[src/logic/fcu_pkg.sv]
// Package with command codes, pin timing counts and operation kinds for the flash command controller.
package fcu_pkg;
    localparam logic [7:0] CMD_READ_ARRAY = 8'hFF;
    localparam logic [7:0] CMD_READ_ID = 8'h90;
    localparam logic [7:0] CMD_READ_STATUS = 8'h70;
    localparam logic [7:0] CMD_CLEAR_STATUS = 8'h50;
    localparam logic [7:0] CMD_ERASE_SETUP = 8'h20;
    localparam logic [7:0] CMD_PROGRAM_SETUP = 8'h40;
    localparam logic [7:0] CMD_PROGRAM_SETUP_ALT = 8'h10;
    localparam logic [7:0] CMD_SUSPEND = 8'hB0;
    localparam logic [7:0] CMD_CONFIRM = 8'hD0;
    localparam logic [7:0] CMD_LOCK_SETUP = 8'h60;
    localparam logic [7:0] CMD_LOCK_BLOCK = 8'h01;
    localparam logic [7:0] CMD_LOCK_MASTER = 8'hF1;
    localparam logic [19:0] ID_ADDR_MAKER = 20'h00000;
    localparam logic [19:0] ID_ADDR_DEVICE = 20'h00001;
    localparam logic [15:0] ID_ADDR_BLOCK_LOCK = 16'h0002;
    localparam logic [19:0] ID_ADDR_MASTER_LOCK = 20'h00003;
    localparam logic [7:0] STATUS_AFTER_RESET = 8'h80;
    localparam int STROBE_NS = 64;
    localparam int CLK_NS = 8;
    localparam int STROBE_CYCLES = (STROBE_NS + CLK_NS - 1) / CLK_NS;
    localparam int POWERDOWN_NS = 100;
    localparam int POWERDOWN_CYCLES = (POWERDOWN_NS + CLK_NS - 1) / CLK_NS;
    localparam logic [3:0] OP_READ_ARRAY = 4'h0;
    localparam logic [3:0] OP_READ_ID = 4'h1;
    localparam logic [3:0] OP_READ_STATUS = 4'h2;
    localparam logic [3:0] OP_CLEAR_STATUS = 4'h3;
    localparam logic [3:0] OP_ERASE = 4'h4;
    localparam logic [3:0] OP_PROGRAM = 4'h5;
    localparam logic [3:0] OP_SUSPEND = 4'h6;
    localparam logic [3:0] OP_RESUME = 4'h7;
    localparam logic [3:0] OP_LOCK_BLOCK = 4'h8;
    localparam logic [3:0] OP_LOCK_MASTER = 4'h9;
    localparam logic [3:0] OP_CLEAR_LOCKS = 4'hA;
    localparam logic [3:0] OP_READ = 4'hB;
    localparam logic [3:0] OP_POWERDOWN = 4'hC;
    typedef enum {ST_IDLE, ST_SETUP, ST_STROBE, ST_GAP, ST_READ, ST_PD} fcu_state_t;
endpackage

[src/logic/fcu_cmd_table.sv]
// Translation of a requested operation into its one or two bus write cycles.
module fcu_cmd_table (
    input wire logic [3:0] op,
    input wire logic [7:0] user_data,
    output logic [1:0] cycles,
    output logic [7:0] first_code,
    output logic [7:0] second_code,
    output logic legal
);
    always_comb begin
        cycles = 2'h1;
        first_code = fcu_pkg::CMD_READ_ARRAY;
        second_code = fcu_pkg::CMD_CONFIRM;
        legal = 1'b1;
        unique case (op)
            fcu_pkg::OP_READ_ARRAY: first_code = fcu_pkg::CMD_READ_ARRAY;
            fcu_pkg::OP_READ_ID: first_code = fcu_pkg::CMD_READ_ID;
            fcu_pkg::OP_READ_STATUS: first_code = fcu_pkg::CMD_READ_STATUS;
            fcu_pkg::OP_CLEAR_STATUS: first_code = fcu_pkg::CMD_CLEAR_STATUS;
            fcu_pkg::OP_SUSPEND: first_code = fcu_pkg::CMD_SUSPEND;
            fcu_pkg::OP_RESUME: first_code = fcu_pkg::CMD_CONFIRM;
            fcu_pkg::OP_ERASE: begin
                cycles = 2'h2;
                first_code = fcu_pkg::CMD_ERASE_SETUP;
            end
            fcu_pkg::OP_PROGRAM: begin
                cycles = 2'h2;
                first_code = fcu_pkg::CMD_PROGRAM_SETUP;
                second_code = user_data;
            end
            fcu_pkg::OP_LOCK_BLOCK: begin
                cycles = 2'h2;
                first_code = fcu_pkg::CMD_LOCK_SETUP;
                second_code = fcu_pkg::CMD_LOCK_BLOCK;
            end
            fcu_pkg::OP_LOCK_MASTER: begin
                cycles = 2'h2;
                first_code = fcu_pkg::CMD_LOCK_SETUP;
                second_code = fcu_pkg::CMD_LOCK_MASTER;
            end
            fcu_pkg::OP_CLEAR_LOCKS: begin
                cycles = 2'h2;
                first_code = fcu_pkg::CMD_LOCK_SETUP;
            end
            default: legal = 1'b0;
        endcase
    end
endmodule

[src/logic/fcu_host.sv]
// Host controller that drives the flash command interface through its pins.
module fcu_host #(
    parameter int ADDR_W = 20,
    parameter int STROBE_CYCLES = fcu_pkg::STROBE_CYCLES,
    parameter int POWERDOWN_CYCLES = fcu_pkg::POWERDOWN_CYCLES
) (
    input wire logic CLOCK,
    input wire logic RST,
    input wire logic REQ_VALID,
    output logic REQ_READY,
    input wire logic [3:0] REQ_OP,
    input wire logic [ADDR_W-1:0] REQ_ADDR,
    input wire logic [7:0] REQ_DATA,
    input wire logic REQ_OVERRIDE,
    output logic RSP_VALID,
    output logic [7:0] RSP_DATA,
    output logic RSP_REFUSED,
    output logic [ADDR_W-1:0] FLASH_ADDR,
    output logic [7:0] DATA_BUS_OUT,
    output logic DATA_BUS_OE,
    input wire logic [7:0] DATA_BUS_IN,
    output logic CHIP_SELECT_N,
    output logic OUTPUT_ENABLE_N,
    output logic WRITE_STROBE_N,
    output logic POWERDOWN_RESET_N,
    output logic OVERRIDE_HIGH_LEVEL,
    output logic PROGRAM_SUPPLY_HIGH,
    input wire logic READY_BUSY_N,
    output logic BUSY
);
    localparam int CW = $clog2(STROBE_CYCLES + POWERDOWN_CYCLES + 2);
    fcu_pkg::fcu_state_t state_q;
    logic [CW-1:0] count_q;
    logic second_q;
    logic [3:0] op_q;
    logic [ADDR_W-1:0] addr_q;
    logic [7:0] wdata_q;
    logic override_q;
    logic [1:0] cycles;
    logic [7:0] first_code;
    logic [7:0] second_code;
    logic legal;
    logic alters;
    logic strobe_done;
    logic pd_done;

    fcu_cmd_table u_table (
        .op(op_q),
        .user_data(wdata_q),
        .cycles(cycles),
        .first_code(first_code),
        .second_code(second_code),
        .legal(legal)
    );

    assign strobe_done = count_q == CW'(STROBE_CYCLES - 1);
    assign pd_done = count_q == CW'(POWERDOWN_CYCLES - 1);
    assign alters = op_q inside {fcu_pkg::OP_ERASE, fcu_pkg::OP_PROGRAM, fcu_pkg::OP_LOCK_BLOCK,
        fcu_pkg::OP_LOCK_MASTER, fcu_pkg::OP_CLEAR_LOCKS};
    // Handshake is combinational; a new order waits for the pin sequence to end.
    assign REQ_READY = state_q == fcu_pkg::ST_IDLE;
    // The supply is raised only for altering orders, so a stray write cannot change contents.
    assign PROGRAM_SUPPLY_HIGH = alters && state_q != fcu_pkg::ST_IDLE;
    assign BUSY = !READY_BUSY_N;

    always_ff @(posedge CLOCK) begin
        if (RST) begin
            state_q <= fcu_pkg::ST_IDLE;
            count_q <= '0;
            second_q <= 1'b0;
        end else begin
            unique case (state_q)
                fcu_pkg::ST_IDLE: begin
                    count_q <= '0;
                    second_q <= 1'b0;
                    if (REQ_VALID) begin
                        if (REQ_OP == fcu_pkg::OP_POWERDOWN) begin
                            state_q <= fcu_pkg::ST_PD;
                        end else if (REQ_OP == fcu_pkg::OP_READ) begin
                            state_q <= fcu_pkg::ST_READ;
                        end else begin
                            state_q <= fcu_pkg::ST_SETUP;
                        end
                    end
                end
                fcu_pkg::ST_SETUP: begin
                    // Unknown orders never reach the pins, so no reserved code is written.
                    state_q <= legal ? fcu_pkg::ST_STROBE : fcu_pkg::ST_IDLE;
                end
                fcu_pkg::ST_STROBE: begin
                    count_q <= count_q + 1'b1;
                    if (strobe_done) begin
                        count_q <= '0;
                        state_q <= fcu_pkg::ST_GAP;
                    end
                end
                fcu_pkg::ST_GAP: begin
                    if (cycles == 2'h2 && !second_q) begin
                        second_q <= 1'b1;
                        state_q <= fcu_pkg::ST_STROBE;
                    end else begin
                        state_q <= fcu_pkg::ST_IDLE;
                    end
                end
                fcu_pkg::ST_READ: begin
                    count_q <= count_q + 1'b1;
                    if (strobe_done) begin
                        count_q <= '0;
                        state_q <= fcu_pkg::ST_IDLE;
                    end
                end
                fcu_pkg::ST_PD: begin
                    count_q <= count_q + 1'b1;
                    if (pd_done) begin
                        count_q <= '0;
                        state_q <= fcu_pkg::ST_IDLE;
                    end
                end
            endcase
        end
    end

    always_ff @(posedge CLOCK) begin
        if (RST) begin
            op_q <= fcu_pkg::OP_READ_ARRAY;
            addr_q <= '0;
            wdata_q <= 8'h00;
            override_q <= 1'b0;
        end else if (REQ_VALID && REQ_READY) begin
            op_q <= REQ_OP;
            addr_q <= REQ_ADDR;
            wdata_q <= REQ_DATA;
            // Override level for locked blocks and master lock work.
            override_q <= REQ_OVERRIDE;
        end
    end

    // Pin drive: select and strobe fall together and rise together, so latching is well defined.
    always_ff @(posedge CLOCK) begin
        if (RST) begin
            CHIP_SELECT_N <= 1'b1;
            WRITE_STROBE_N <= 1'b1;
            OUTPUT_ENABLE_N <= 1'b1;
            DATA_BUS_OE <= 1'b0;
            DATA_BUS_OUT <= 8'h00;
            FLASH_ADDR <= '0;
            POWERDOWN_RESET_N <= 1'b1;
            OVERRIDE_HIGH_LEVEL <= 1'b0;
        end else begin
            POWERDOWN_RESET_N <= state_q != fcu_pkg::ST_PD;
            OVERRIDE_HIGH_LEVEL <= state_q != fcu_pkg::ST_IDLE && override_q;
            FLASH_ADDR <= addr_q;
            if (state_q == fcu_pkg::ST_STROBE && !strobe_done) begin
                CHIP_SELECT_N <= 1'b0;
                WRITE_STROBE_N <= 1'b0;
                OUTPUT_ENABLE_N <= 1'b1;
                DATA_BUS_OE <= 1'b1;
                DATA_BUS_OUT <= second_q ? second_code : first_code;
            end else if (state_q == fcu_pkg::ST_READ && !strobe_done) begin
                // The host releases the bus before output enable falls to avoid contention.
                CHIP_SELECT_N <= 1'b0;
                WRITE_STROBE_N <= 1'b1;
                OUTPUT_ENABLE_N <= 1'b0;
                DATA_BUS_OE <= 1'b0;
            end else begin
                // Deselecting is safe while busy; the device completes its operation.
                CHIP_SELECT_N <= 1'b1;
                WRITE_STROBE_N <= 1'b1;
                OUTPUT_ENABLE_N <= 1'b1;
                // The byte stays driven one cycle past the strobe rise, so the device latch has hold time.
                DATA_BUS_OE <= state_q == fcu_pkg::ST_STROBE;
            end
        end
    end

    // Read data is sampled in the last read cycle, whatever mode the device stands in.
    always_ff @(posedge CLOCK) begin
        if (RST) begin
            RSP_VALID <= 1'b0;
            RSP_DATA <= 8'h00;
            RSP_REFUSED <= 1'b0;
        end else begin
            RSP_VALID <= (state_q == fcu_pkg::ST_READ && strobe_done) || (state_q == fcu_pkg::ST_SETUP && !legal)
                || (state_q == fcu_pkg::ST_GAP && !(cycles == 2'h2 && !second_q));
            RSP_REFUSED <= state_q == fcu_pkg::ST_SETUP && !legal;
            if (state_q == fcu_pkg::ST_READ && strobe_done) begin
                RSP_DATA <= DATA_BUS_IN;
            end
        end
    end
endmodule

[config.mk]
export PLATFORM = sky130hd
export DESIGN_NAME = fcu_host
export DESIGN_NICKNAME = d
export VERILOG_FILES = /design/src/logic/fcu_pkg.sv /design/src/logic/fcu_cmd_table.sv /design/src/logic/fcu_host.sv
export SDC_FILE = /design/constraint.sdc
export NUM_CORES = 1
export LEC_CHECK = 0
export BUFFER_PORTS_ARGS = -buffer_cell sky130_fd_sc_hd__buf_2
export CORE_MARGIN = 10
export CORE_UTILIZATION = 30
export DETAILED_ROUTE_END_ITERATION = 8
export PLACE_DENSITY = 0.54
export SLEW_MARGIN = 20
export SYNTH_ARGS = -nofsm -noshare
export SYNTH_HDL_FRONTEND = slang
export SYNTH_SLANG_ARGS = --single-unit
[constraint.sdc]
create_clock -name CLOCK -period 3.7 [get_ports CLOCK]
set_clock_uncertainty 0.05 [all_clocks]
set_input_delay 0.37 -clock CLOCK [delete_from_list [all_inputs] [get_ports CLOCK]]
set_output_delay 0.37 -clock CLOCK [all_outputs]
set_load 0.02 [all_outputs]
* Word-level counts from Yosys, hierarchy flattened
Index checks and enable logic that the tools add are counted.
** Operators by class
- Div/mod/pow operators :: 0
- Reduce and logical (&&, ||, !) cells :: 30
- Equality and inequality tests :: 30
- Multiplexer cells :: 24
- Shift-type cells :: 0
- Bitwise operators :: 0
- $mul :: 0
- $add $sub $neg :: 1
- Magnitude comparators :: 0
** Operator list (count)
- $pmux 32 s6 :: 1
- $eq 32x3->1 const B :: 4
- $mux 32 :: 4
- $eq 32x2->1 const B :: 3
- $logic_not 32->1 :: 2
- $pmux 8 s8 :: 1
- $eq 32x1->1 const B :: 1
- $eq 32x4->1 const B :: 1
- $ne 32x4->1 const B :: 1
- $reduce_bool 32->1 :: 1
- $pmux 8 s3 :: 1
- $eq 4x4->1 const B :: 5
- $eq 4x3->1 const B :: 4
- $pmux 5 s3 :: 1
- $reduce_or 11->1 :: 1
- $mux 5 :: 2
- $ne 2x2->1 const B :: 5
- $logic_and 1x1->1 :: 9
- $eq 4x2->1 const B :: 2
- $mux 8 :: 1
- $mux 1 :: 7
- $mux 2 :: 3
- $mux 3 :: 2
- $add 5x1->5 const B :: 1
- 16 further kinds :: 22
** Word-level totals
- Bits in latches :: 0
- Memories :: 0
- Output and inout bits :: 47
- Input bits :: 45
- Memory bits (read-only) :: 0
- Register bits :: 115
- Memory bits (writable) :: 0
- Word-level logic and storage cells :: 103

* Depth between registers and ports, before layout
Gate-level depths: netlist of the first run.
- Depth in word-level cells :: 8
- Depth in mapped cells :: 6
- Depth with buffers taken out :: 6

* Modules after synthesis
From an unflattened synthesis of the first run, not the netlist that was laid out.
** Second synthesis, totals
- Cell total of the unflattened synthesis :: 395
- Area, all modules :: 3553.4 um^2
** Modules (own cells, without submodules)
- fcu_host :: area each 3250.6 um^2, cells each 354, instances 1
- fcu_cmd_table :: area each 302.8 um^2, cells each 41, instances 1

* Worst setup path after synthesis of the first run
No wires, ideal clock.
- Kind :: reg2reg
- From :: register count_q[0]
- To :: register RSP_DATA[0]
- Setup time :: 0.128 ns
- Required time :: 3.522 ns
- Stages on the path, launching flop included :: 7
- Period minus slack after synthesis :: 1.720 ns
- Path buffers :: 1
- Data arrival time :: 1.542 ns
- Slack :: 1.980 ns
- Cell sequence :: dfxtp_1 -> ha_1 -> nand4bb_4 -> or3_1 -> buf_2 -> mux2i_1 -> nor2_1
** On the way
- Cells in the longest elaborated chain, start to end :: 2
** RTL lines
- from (decl) :: RTL line fcu_host.sv:33 : logic [CW-1:0] count_q;
- from (signal assigned) :: RTL line fcu_host.sv:91 : count_q <= count_q + 1'b1;
- from (signal assigned) :: RTL line fcu_host.sv:106 : count_q <= count_q + 1'b1;
- from (signal assigned) :: RTL line fcu_host.sv:113 : count_q <= count_q + 1'b1;
- $eq 5x3->1 :: RTL line fcu_host.sv:56 : assign strobe_done = count_q == CW'(STROBE_CYCLES - 1);
- $logic_and 1x1->1 :: RTL line fcu_host.sv:186 : if (state_q == fcu_pkg::ST_READ && strobe_done) begin
- to (signal assigned) :: RTL line fcu_host.sv:180 : RSP_DATA <= 8'h00;
- to (signal assigned) :: RTL line fcu_host.sv:187 : RSP_DATA <= DATA_BUS_IN;
- to (decl) :: RTL line fcu_host.sv:16 : output logic [7:0] RSP_DATA,
Every way passes these cells.
A chain may end at the register's enable or synchronous reset.

* Final worst setup path of the first run
- From :: register op_q[3]
- To :: output port PROGRAM_SUPPLY_HIGH
** On the way
- Cells in the longest elaborated chain, start to end :: 3
** RTL lines
- from (decl) :: RTL line fcu_host.sv:35 : logic [3:0] op_q;
- from (signal assigned) :: RTL line fcu_host.sv:125 : op_q <= fcu_pkg::OP_READ_ARRAY;
- $eq 4x3->1 / $eq 4x4->1 (equally long branches) :: RTL line fcu_host.sv:58 : assign alters = op_q inside {fcu_pkg::OP_ERASE, fcu_pkg::OP_PROGRAM, fcu_pkg::OP_LOCK_BLOCK,
- $reduce_bool 5->1 (*) :: RTL line fcu_host.sv:58
- $logic_and 1x1->1 (*) :: RTL line fcu_host.sv:63 : assign PROGRAM_SUPPLY_HIGH = alters && state_q != fcu_pkg::ST_IDLE;
- to (decl) :: RTL line fcu_host.sv:27 : output logic PROGRAM_SUPPLY_HIGH,
Mark *: on every way between the ends. The rest lies on a longest branch, timed or not.

==> results of run 1 <==
-- cell families (layout without fill, tap and decap cells) --
kind of cell / after synthesis / in the layout / synth area share
AOI/OAI and AO/OA: 90 / 90 / 0.1662
and+or+nand+nor: 158 / 158 / 0.2376
xor gates and xnor gates: 2 / 2 / 0.005127
muxes: 12 / 12 / 0.03515
other: 0 / 2 / 0
buffers and inverters: 35 / 118 / 0.04467
DFF: 86 / 86 / 0.5038
adders and majority gates: 2 / 2 / 0.007322
-- metal layers --
| layer | track usage | wire length (um) |
|---|---|---|
| met1 | 0.1245 | 3834 |
| met2 | 0.1823 | 4256 |
| met3 | 0.04290 | 591 |
| met4 | 0.03148 | 153 |
| met5 | 0 | 0 |
-- cells in the final DEF, fill, tap and decap left out, types with 3 or more instances in the layout --
| master | synthesis | layout |
|---|---|---|
| nor3_1 | 5 | 5 |
| a21oi_1 | 46 | 46 |
| nor2_1 | 20 | 20 |
| buf_2 | 11 | 91 |
| clkbuf_16 | 0 | 9 |
| a211oi_1 | 3 | 3 |
| mux2i_1 | 12 | 12 |
| a221oi_1 | 3 | 3 |
| inv_2 | 3 | 3 |
| o21ai_1 | 7 | 7 |
| inv_6 | 0 | 3 |
| o21a_1 | 4 | 4 |
| nand3_1 | 6 | 6 |
| nand2_1 | 77 | 76 |
| nor2b_1 | 25 | 25 |
| dfxtp_1 | 86 | 86 |
| o21ai_0 | 6 | 6 |
| inv_1 | 6 | 6 |
-- power by group --
group	internal, W	switching, W	leakage [nW]
Sequential	0.00104	0.0000986	0.701
Combinational	0.000229	0.000375	0.984
Clock	0.000472	0.000406	0.137
Total	0.00175	0.000879	1.82
-- layout make-up --
type / instances / area [um^2] / area share
Sequential cell: 86 / 1722 / 0.4060
Multi-Input combinational cell: 264 / 1545 / 0.3644
Timing Repair Buffer: 93 / 470.5 / 0.1109
Clock buffer: 9 / 225.2 / 0.05311
Tap cell: 140 / 175.2 / 0.04131
Clock inverter: 7 / 63.81 / 0.01505
Inverter: 9 / 33.78 / 0.007967
Antenna cell: 2 / 5.005 / 0.001180
-- Yosys cell counts (2+ instances only) --
library cell	count	area (um^2)
a211oi_1	3	22.52
a21oi_1	46	230.2
a221oi_1	3	26.28
a311o_1	2	20.02
a31oi_1	2	12.51
and3b_1	2	17.52
and4b_1	2	20.02
buf_2	11	55.05
clkbuf_1	14	52.55
dfxtp_1	86	1722
ha_1	2	25.02
inv_1	6	22.52
inv_2	3	11.26
mux2i_1	12	120.1
nand2_1	77	289.0
nand2b_1	2	12.51
nand3_1	6	30.03
nand4_1	2	12.51
nor2_1	20	75.07
nor2b_1	25	156.4
nor3_1	5	25.02
nor3b_1	2	15.01
o21a_1	4	30.03
o21ai_0	6	30.03
o21ai_1	7	35.03
or3_1	2	12.51
-- stage by stage --
step	instance area, um^2	setup slack, ps	total power (W)
CTS	4233	1434	0.002665
global route	4238	1332	0.002787
global placement	3944	1580	0.001760
detailed placement	3944	1485	0.001774
finish	4240	1465	0.002624
floorplan	3417	1980	0.001595
-- worst min-delay path, delay by kind of cell --
kind | cells | cell delay [ps]
and+or+nand+nor | 1 | 40
buffers and inverters | 1 | 100
AOI/OAI and AO/OA | 1 | 50
-- sequential cells by signal, summed over array words and instances (netlist names) --
name                 cells
wdata_q                  8
RSP_DATA                 8
FLASH_ADDR              20
POWERDOWN_RESET_N        1
override_q               1
WRITE_STROBE_N           1
DATA_BUS_OE              1
RSP_REFUSED              1
CHIP_SELECT_N            1
RSP_VALID                1
op_q                     4
state_q                  3
OVERRIDE_HIGH_LEVEL      1
DATA_BUS_OUT             8
second_q                 1
count_q                  5
addr_q                  20
OUTPUT_ENABLE_N          1
-- worst max-delay path by stage --
stage / from / end / slack (ps) / cells after the start
floorplan: count_q[0]$_SDFFE_PP0P_ / RSP_DATA[0]$_SDFFE_PP0P_ / 1980 / 6
global placement: state_q[0]$_SDFFE_PP0P_ / wdata_q[7]$_SDFFE_PP0P_ / 1580 / 4
detailed placement: state_q[2]$_SDFFE_PP0P_ / addr_q[7]$_SDFFE_PP0P_ / 1490 / 4
CTS: op_q[3]$_SDFFE_PP0P_ / PROGRAM_SUPPLY_HIGH / 1430 / 4
global route: op_q[3]$_SDFFE_PP0P_ / PROGRAM_SUPPLY_HIGH / 1330 / 4
finish: op_q[3]$_SDFFE_PP0P_ / PROGRAM_SUPPLY_HIGH / 1460 / 4
==> impl_metrics.toml, run 1 <==
[status]
status = "finished, final reports clean"

[yosys]
ys_ff_latch = 86
async_reset_ff_frac = 0
syn_avg_cell_area_um2 = 8.875
synth.distinct_cells = 59
syn_inst = 385
synth_seq_area_share = 0.5038
syn_nets = 432
synth_area_um2 = 3417
synthFlopType = "dfxtp_1"
yosysWarnings = 0
synth-edff-count = 0

[clock_network]
tritoncts = "yes"
clock_path_buffers = 2
cts_resized = 0
clock-root-buffer = "clkbuf_16"
ctsHoldBuffers = 0
cts_made_buffers = 9
clk_latency_ps = 330
path_clk_slew_ps = 70
cts.sinks = 86
htree_levels = 3
cts_setup_buffers = 0

[detailed_routing]
routedWlPerCell_um = 14.48
wl_um = 8835
first_pass_iters = 4
remaining_drc_errors = 0
via_per_inst = 4.723
vias = 2881
drtIter0Drc = 160
ant_nets = 0

[power_and_ir_drop]
ir_drop_mv = 0.2287
p_per_area_nw_per_um2 = 618.9
total_leakage_power_nw = 1.822

[layout]
drive_gt1_frac = 0.2564
fillers = 1148
area_growth_pct = 24.09
nNetsFinal = 510
utilization = 0.3861
finalNonFillerCells = 610

[sta]
finalSetupTns_ps = 0
min_period_over_period = 0.6041
fin_crit_ps = 2235
slew-limit-headroom = 0.5669
hold_viol_final = 0
rsz0062_at_grt = "no"
hold_slack_ps = 221.0
finalSetupViolCount = 0
fmax_mhz = 447.4
finalMaxSlewViolations = 0
tightest_slew_ps = 647.4

[worst_hold_path]
holdCritStartpoint = "REQ_ADDR[4]"
min_to = "addr_q[4]$_SDFFE_PP0P_"
hold_depth = 3
hp-class = "in2reg"

[worst_setup_path]
start_kind = "flop"
r2r_start = "count_q[0]$_SDFFE_PP0P_"
critical_path_required_ps = 3280
cp.arrival_ps = 1820
r2r-end = "RSP_DATA[5]$_SDFFE_PP0P_"
cpMaxStageDelayCell = "dfxtp_1"
path_cells = "nor2b_1, a2bb2oi_1, nor2_1, buf_2"
cp_max_fo = 11
worstSetupPathType = "reg2out"
crit_family = "flip-flops"
worstSetupEndpointType = "output pin"
rrSetupSlack_ps = 1630
cp.buffers_inverters = 1
r2r_cells = 5
cpPeakStageDelay_ps = 570

[placed_design]
gp_congestion = 0.8096
dp.cells = 592
dp_hpwl_um = 6466
port_buffers = 91

[floorplanning]
die_y_um = 126.7
core_area_um2 = 10980
pin_count = 92
die_area_um2 = 16060
fp.dieW_um = 126.7
num_rows = 38
start_util = 0.3111

[grt]
gr-total-overflow = 0
grt_antenna_before_repair = 2
grt_first_pass_wirelength_um = 14620
grt_max_degree = 53
grt_pass1_vias = 2845
grt_usage = 0.1086

[run]
maxCapViolations = 0
(Power assumes the default switching activity.)
==> inputs of run 2 (changes only) <==
- clock period: 3.7 -> 2.2 ns (I/O delays scaled with it)
==> run 2 against run 1 <==
Hold slack worse by 170 ps. Critical path depth grew 1. Sequential share of layout area decreased by 0.59 points. Die area did not move. Critical endpoint is now RSP_DATA[6]$_SDFFE_PP0P_. Largest cell class unchanged. Largest power group unchanged.
==> impl_metrics.toml, run 2 (synthesized netlist as in run 1, its figures left out) <==
[status]
status = "finished, final reports clean"

[worst_hold_path]
hp-class = "in2reg"
holdCritStartpoint = "REQ_ADDR[1]"

[sta]
slew-limit-headroom = 0.6128
fin_crit_ps = 2023
tightest_slew_ps = 572.8
fmax_mhz = 494.4
min_period_over_period = 0.9194
finalSetupViolCount = 0
hold_viol_final = 0
finalSetupTns_ps = 0
fin_ws_ps = 177.3
finalMaxSlewViolations = 0
rsz0062_at_grt = "no"

[worst_setup_path]
cp.buffers_inverters = 0
critical_path_required_ps = 2370
cp.arrival_ps = 2190
r2r-end = "RSP_DATA[6]$_SDFFE_PP0P_"
cp-endpoint = "RSP_DATA[6]$_SDFFE_PP0P_"
r2r_start = "count_q[0]$_SDFFE_PP0P_"
worstSetupPathType = "reg2reg"
r2r_cells = 5
cp-startpoint = "count_q[0]$_SDFFE_PP0P_"
rrSetupSlack_ps = 180
worstSetupEndpointType = "flop"
path_cells = "ha_1, nand4bb_4, or3_1, mux2i_1, nor2_1"
cp_max_fo = 9
crit_family = "simple AND/OR/NAND/NOR gates"
cpMaxStageDelayCell = "or3_1"
start_kind = "flop"
cpPeakStageDelay_ps = 620
worst-path-stages = 5

[floorplanning]
die_area_um2 = 16060
num_rows = 38
start_util = 0.3111
die_y_um = 126.7
fp.dieW_um = 126.7
pin_count = 92
core_area_um2 = 10980

[placed_design]
dp_hpwl_um = 6630
placed_cell_area_um2 = 3996
dp_slack_ps = 195.3
gp_congestion = 0.8048
dp.cells = 599
port_buffers = 91

[layout]
utilization = 0.3918
final_common_cell = "buf_2"
drive_gt1_frac = 0.2653
stdcell_area_um2 = 4303
fillers = 1118
largestRegisters = "FLASH_ADDR (20), addr_q (20)"
nNetsFinal = 517
area_growth_pct = 25.92
layout_common_cells = "91 x buf_2, 86 x dfxtp_1, 77 x nand2_1"
finalNonFillerCells = 616

[power_and_ir_drop]
p_per_area_nw_per_um2 = 1062
clkPwrFrac = 0.344
internal_power_w = 0.003075
power.switching_w = 0.001494
total_leakage_power_nw = 1.872
p_seq_frac = 0.415
switching_share = 0.3270
p_comb_frac = 0.241
ir_drop_mv = 0.5158

[grt]
gr-total-overflow = 0
grt_pass1_vias = 3023
grt_antenna_before_repair = 2
grt_max_degree = 36
grt_first_pass_wirelength_um = 15080
grt_usage = 0.1147

[detailed_routing]
ant_nets = 0
drtIter0Drc = 134
wl_um = 9310
first_pass_iters = 4
via_per_inst = 4.820
routedWlPerCell_um = 15.11
vias = 2969
remaining_drc_errors = 0

[clock_network]
clock-root-buffer = "clkbuf_16"
cts.sinks = 86
path_clk_slew_ps = 70
ctsHoldBuffers = 0
cts_setup_buffers = 0
clk_latency_ps = 350
clock_path_buffers = 2
htree_levels = 3
tritoncts = "yes"
cts_resized = 0
cts_made_buffers = 9

[run]
maxCapViolations = 0
run 2: worst min-delay path by stage:
stage	cells after the start	end
2_1_floorplan	2	addr_q[0]$_SDFFE_PP0P_
3_3_place_gp	2	addr_q[11]$_SDFFE_PP0P_
3_5_place_dp	2	addr_q[5]$_SDFFE_PP0P_
4_1_cts	3	addr_q[2]$_SDFFE_PP0P_
5_1_grt	3	RSP_DATA[4]$_SDFFE_PP0P_
6_report	3	addr_q[1]$_SDFFE_PP0P_
run 2: worst min-delay path, stage by stage:
cell     delay (ps)
buf_2           100
nand2_1          40
a21oi_1          50
run 2: metrics by stage:
stage	hold WS, ps	total power, W
after global placement	387.3	0.003029
final	55.97	0.004569
after floorplan	306.0	0.002682
after detailed placement	391.7	0.003046
after CTS	47.43	0.004627
after global routing	52.60	0.004839
run 2: cell type report:
cell class | instances | area [um^2] | area share
Antenna cell | 1 | 2.502 | 0.0005816
Tap cell | 140 | 175.2 | 0.04071
Multi-Input combinational cell | 264 | 1543 | 0.3585
Sequential cell | 86 | 1722 | 0.4001
Clock buffer | 9 | 225.2 | 0.05234
Inverter | 9 | 33.78 | 0.007851
Timing Repair Buffer | 100 | 523.0 | 0.1215
Clock inverter | 7 | 78.83 | 0.01832
run 2: power by group through the flow:
stage | clock, W | sequential (W) | combinational [W]
CTS | 0.00161 | 0.00190 | 0.00112
global placement | 0 | 0.00193 | 0.00110
detailed placement | 0 | 0.00193 | 0.00111
global route | 0.00168 | 0.00193 | 0.00124
floorplan | 0 | 0.00198 | 0.000703
finish | 0.00157 | 0.00190 | 0.00110
run 2: layer usage:
metal	vias up	wire, um	GRT usage
li1	1495	-	-
met1	1388	4014	0.1271
met2	65	4422	0.1865
met3	19	656	0.04831
met4	2	203	0.05425
met5	-	12	0
==> inputs of run 3 (changes only) <==
- RECOVER_POWER: unset -> 50
==> run 3 against run 2 <==
Via count up 0.67%. Flip-flop and latch count is the same. Global-route usage unchanged. First-iteration DRC count is 3.0% lower. Fmax down 0.79%. Die area is the same. Critical path type unchanged. Largest cell class unchanged.
==> impl_metrics.toml, run 3 (synthesized netlist as in run 1, its figures left out) <==
[status]
status = "finished, final reports clean"

[run]
maxCapViolations = 0

[clock_network]
ctsHoldBuffers = 0
tritoncts = "yes"
clock_path_buffers = 2
path_clk_slew_ps = 70
clock-root-buffer = "clkbuf_16"
cts_made_buffers = 9
clk_latency_ps = 350
htree_levels = 3
cts.sinks = 86
cts_resized = 0
cts_setup_buffers = 0

[grt]
grt_antenna_before_repair = 2
grt_pass1_vias = 3023
gr-total-overflow = 0
grt_usage = 0.1147
grt_first_pass_wirelength_um = 15080
grt_max_degree = 36

[power_and_ir_drop]
clkPwrFrac = 0.346
switching_share = 0.3288
power.switching_w = 0.001494
internal_power_w = 0.003050
p_per_area_nw_per_um2 = 1072
p_comb_frac = 0.236
ir_drop_mv = 0.5046
total_leakage_power_nw = 1.686
p_seq_frac = 0.418

[floorplanning]
core_area_um2 = 10980
die_area_um2 = 16060
num_rows = 38
fp.dieW_um = 126.7
start_util = 0.3111
pin_count = 92
die_y_um = 126.7

[placed_design]
port_buffers = 91
dp_hpwl_um = 6630
gp_congestion = 0.8048

[sta]
min_period_over_period = 0.9268
fin_crit_ps = 2039
hold_viol_final = 0
slew-limit-headroom = 0.1674
rsz0062_at_grt = "no"
finalSetupTns_ps = 0
finalSetupViolCount = 0
finalMaxSlewViolations = 0
fmax_mhz = 490.5
tightest_slew_ps = 1249

[worst_setup_path]
cp_max_fo = 9
critical_path_required_ps = 2350
start_kind = "flop"
worstSetupEndpointType = "flop"
cp.arrival_ps = 2190
worstSetupPathType = "reg2reg"

[detailed_routing]
remaining_drc_errors = 0
wl_um = 9285
drtIter0Drc = 130
vias = 2989
routedWlPerCell_um = 15.07
via_per_inst = 4.852
ant_nets = 0
first_pass_iters = 4

[layout]
area_growth_pct = 24.06
nNetsFinal = 517
drive_gt1_frac = 0.1663
utilization = 0.3860
layout_common_cells = "86 x dfxtp_1, 77 x nand2_1, 47 x clkbuf_1"
largestRegisters = "FLASH_ADDR (20), addr_q (20)"
final_common_cell = "dfxtp_1"

[worst_hold_path]
hp-class = "in2reg"
[run 3: cell types whose count changed in the layout (fill, tap and decap cells not counted), sizes merged]
cell / delta
clkbuf: +48
buf: -48
[run 3: cell type report]
type	count	area, um^2
tap	140	175.2
sequential	86	1722
multi-input combinational	264	1543
timing repair buffer	100	459.2
clock inverter	7	78.83
antenna	1	2.502
inverter	9	33.78
fill	1146	6744
clock buffer	9	225.2
[run 3: layer usage]
metal	wire length, um	track usage	part of all wire
met2	4437	0.1865	0.48
met3	661	0.04831	0.071
met1	3966	0.1271	0.43
met4	206	0.05425	0.022
met5	12	0	0.0013
[run 3: power by group through the flow]
stage | logic (W) | clock network, W | registers, W
6_report | 0.00107 | 0.00157 | 0.00190
3_5_place_dp | 0.00111 | 0 | 0.00193
2_1_floorplan | 0.000703 | 0 | 0.00198
5_1_grt | 0.00121 | 0.00168 | 0.00193
3_3_place_gp | 0.00110 | 0 | 0.00193
4_1_cts | 0.00112 | 0.00161 | 0.00190
[run 3: metrics by stage]
step | power, W | hold WS [ps] | std cells | setup slack, ps | cell area [um^2]
global placement | 0.003029 | 387.3 | 599 | 264.9 | 3996
floorplan | 0.002682 | 306.0 | 385 | 480.5 | 3417
CTS | 0.004627 | 47.43 | 615 | 175.5 | 4300
finish | 0.004545 | 53.57 | 616 | 161.1 | 4239
detailed placement | 0.003046 | 391.7 | 599 | 195.3 | 3996
global route | 0.004818 | 52.60 | 615 | 27.12 | 4237
[run 3: worst max-delay path, cell delays in order (launching register included)]
cell       delay (ps)
dfxtp_1           410
ha_1              320
nand4bb_4         190
or3_1             620
mux2i_1           240
nor2_1             60
[run 3: path summary, 6_finish.rpt]
kind	from	endpoint	slack [ps]	cells past startpoint
max	count_q[0]$_SDFFE_PP0P_	RSP_DATA[6]$_SDFFE_PP0P_	160	5
min	REQ_ADDR[1]	addr_q[1]$_SDFFE_PP0P_	50	3
max reg2reg	count_q[0]$_SDFFE_PP0P_	RSP_DATA[6]$_SDFFE_PP0P_	160	5
min reg2reg	addr_q[0]$_SDFFE_PP0P_	addr_q[0]$_SDFFE_PP0P_	400	2
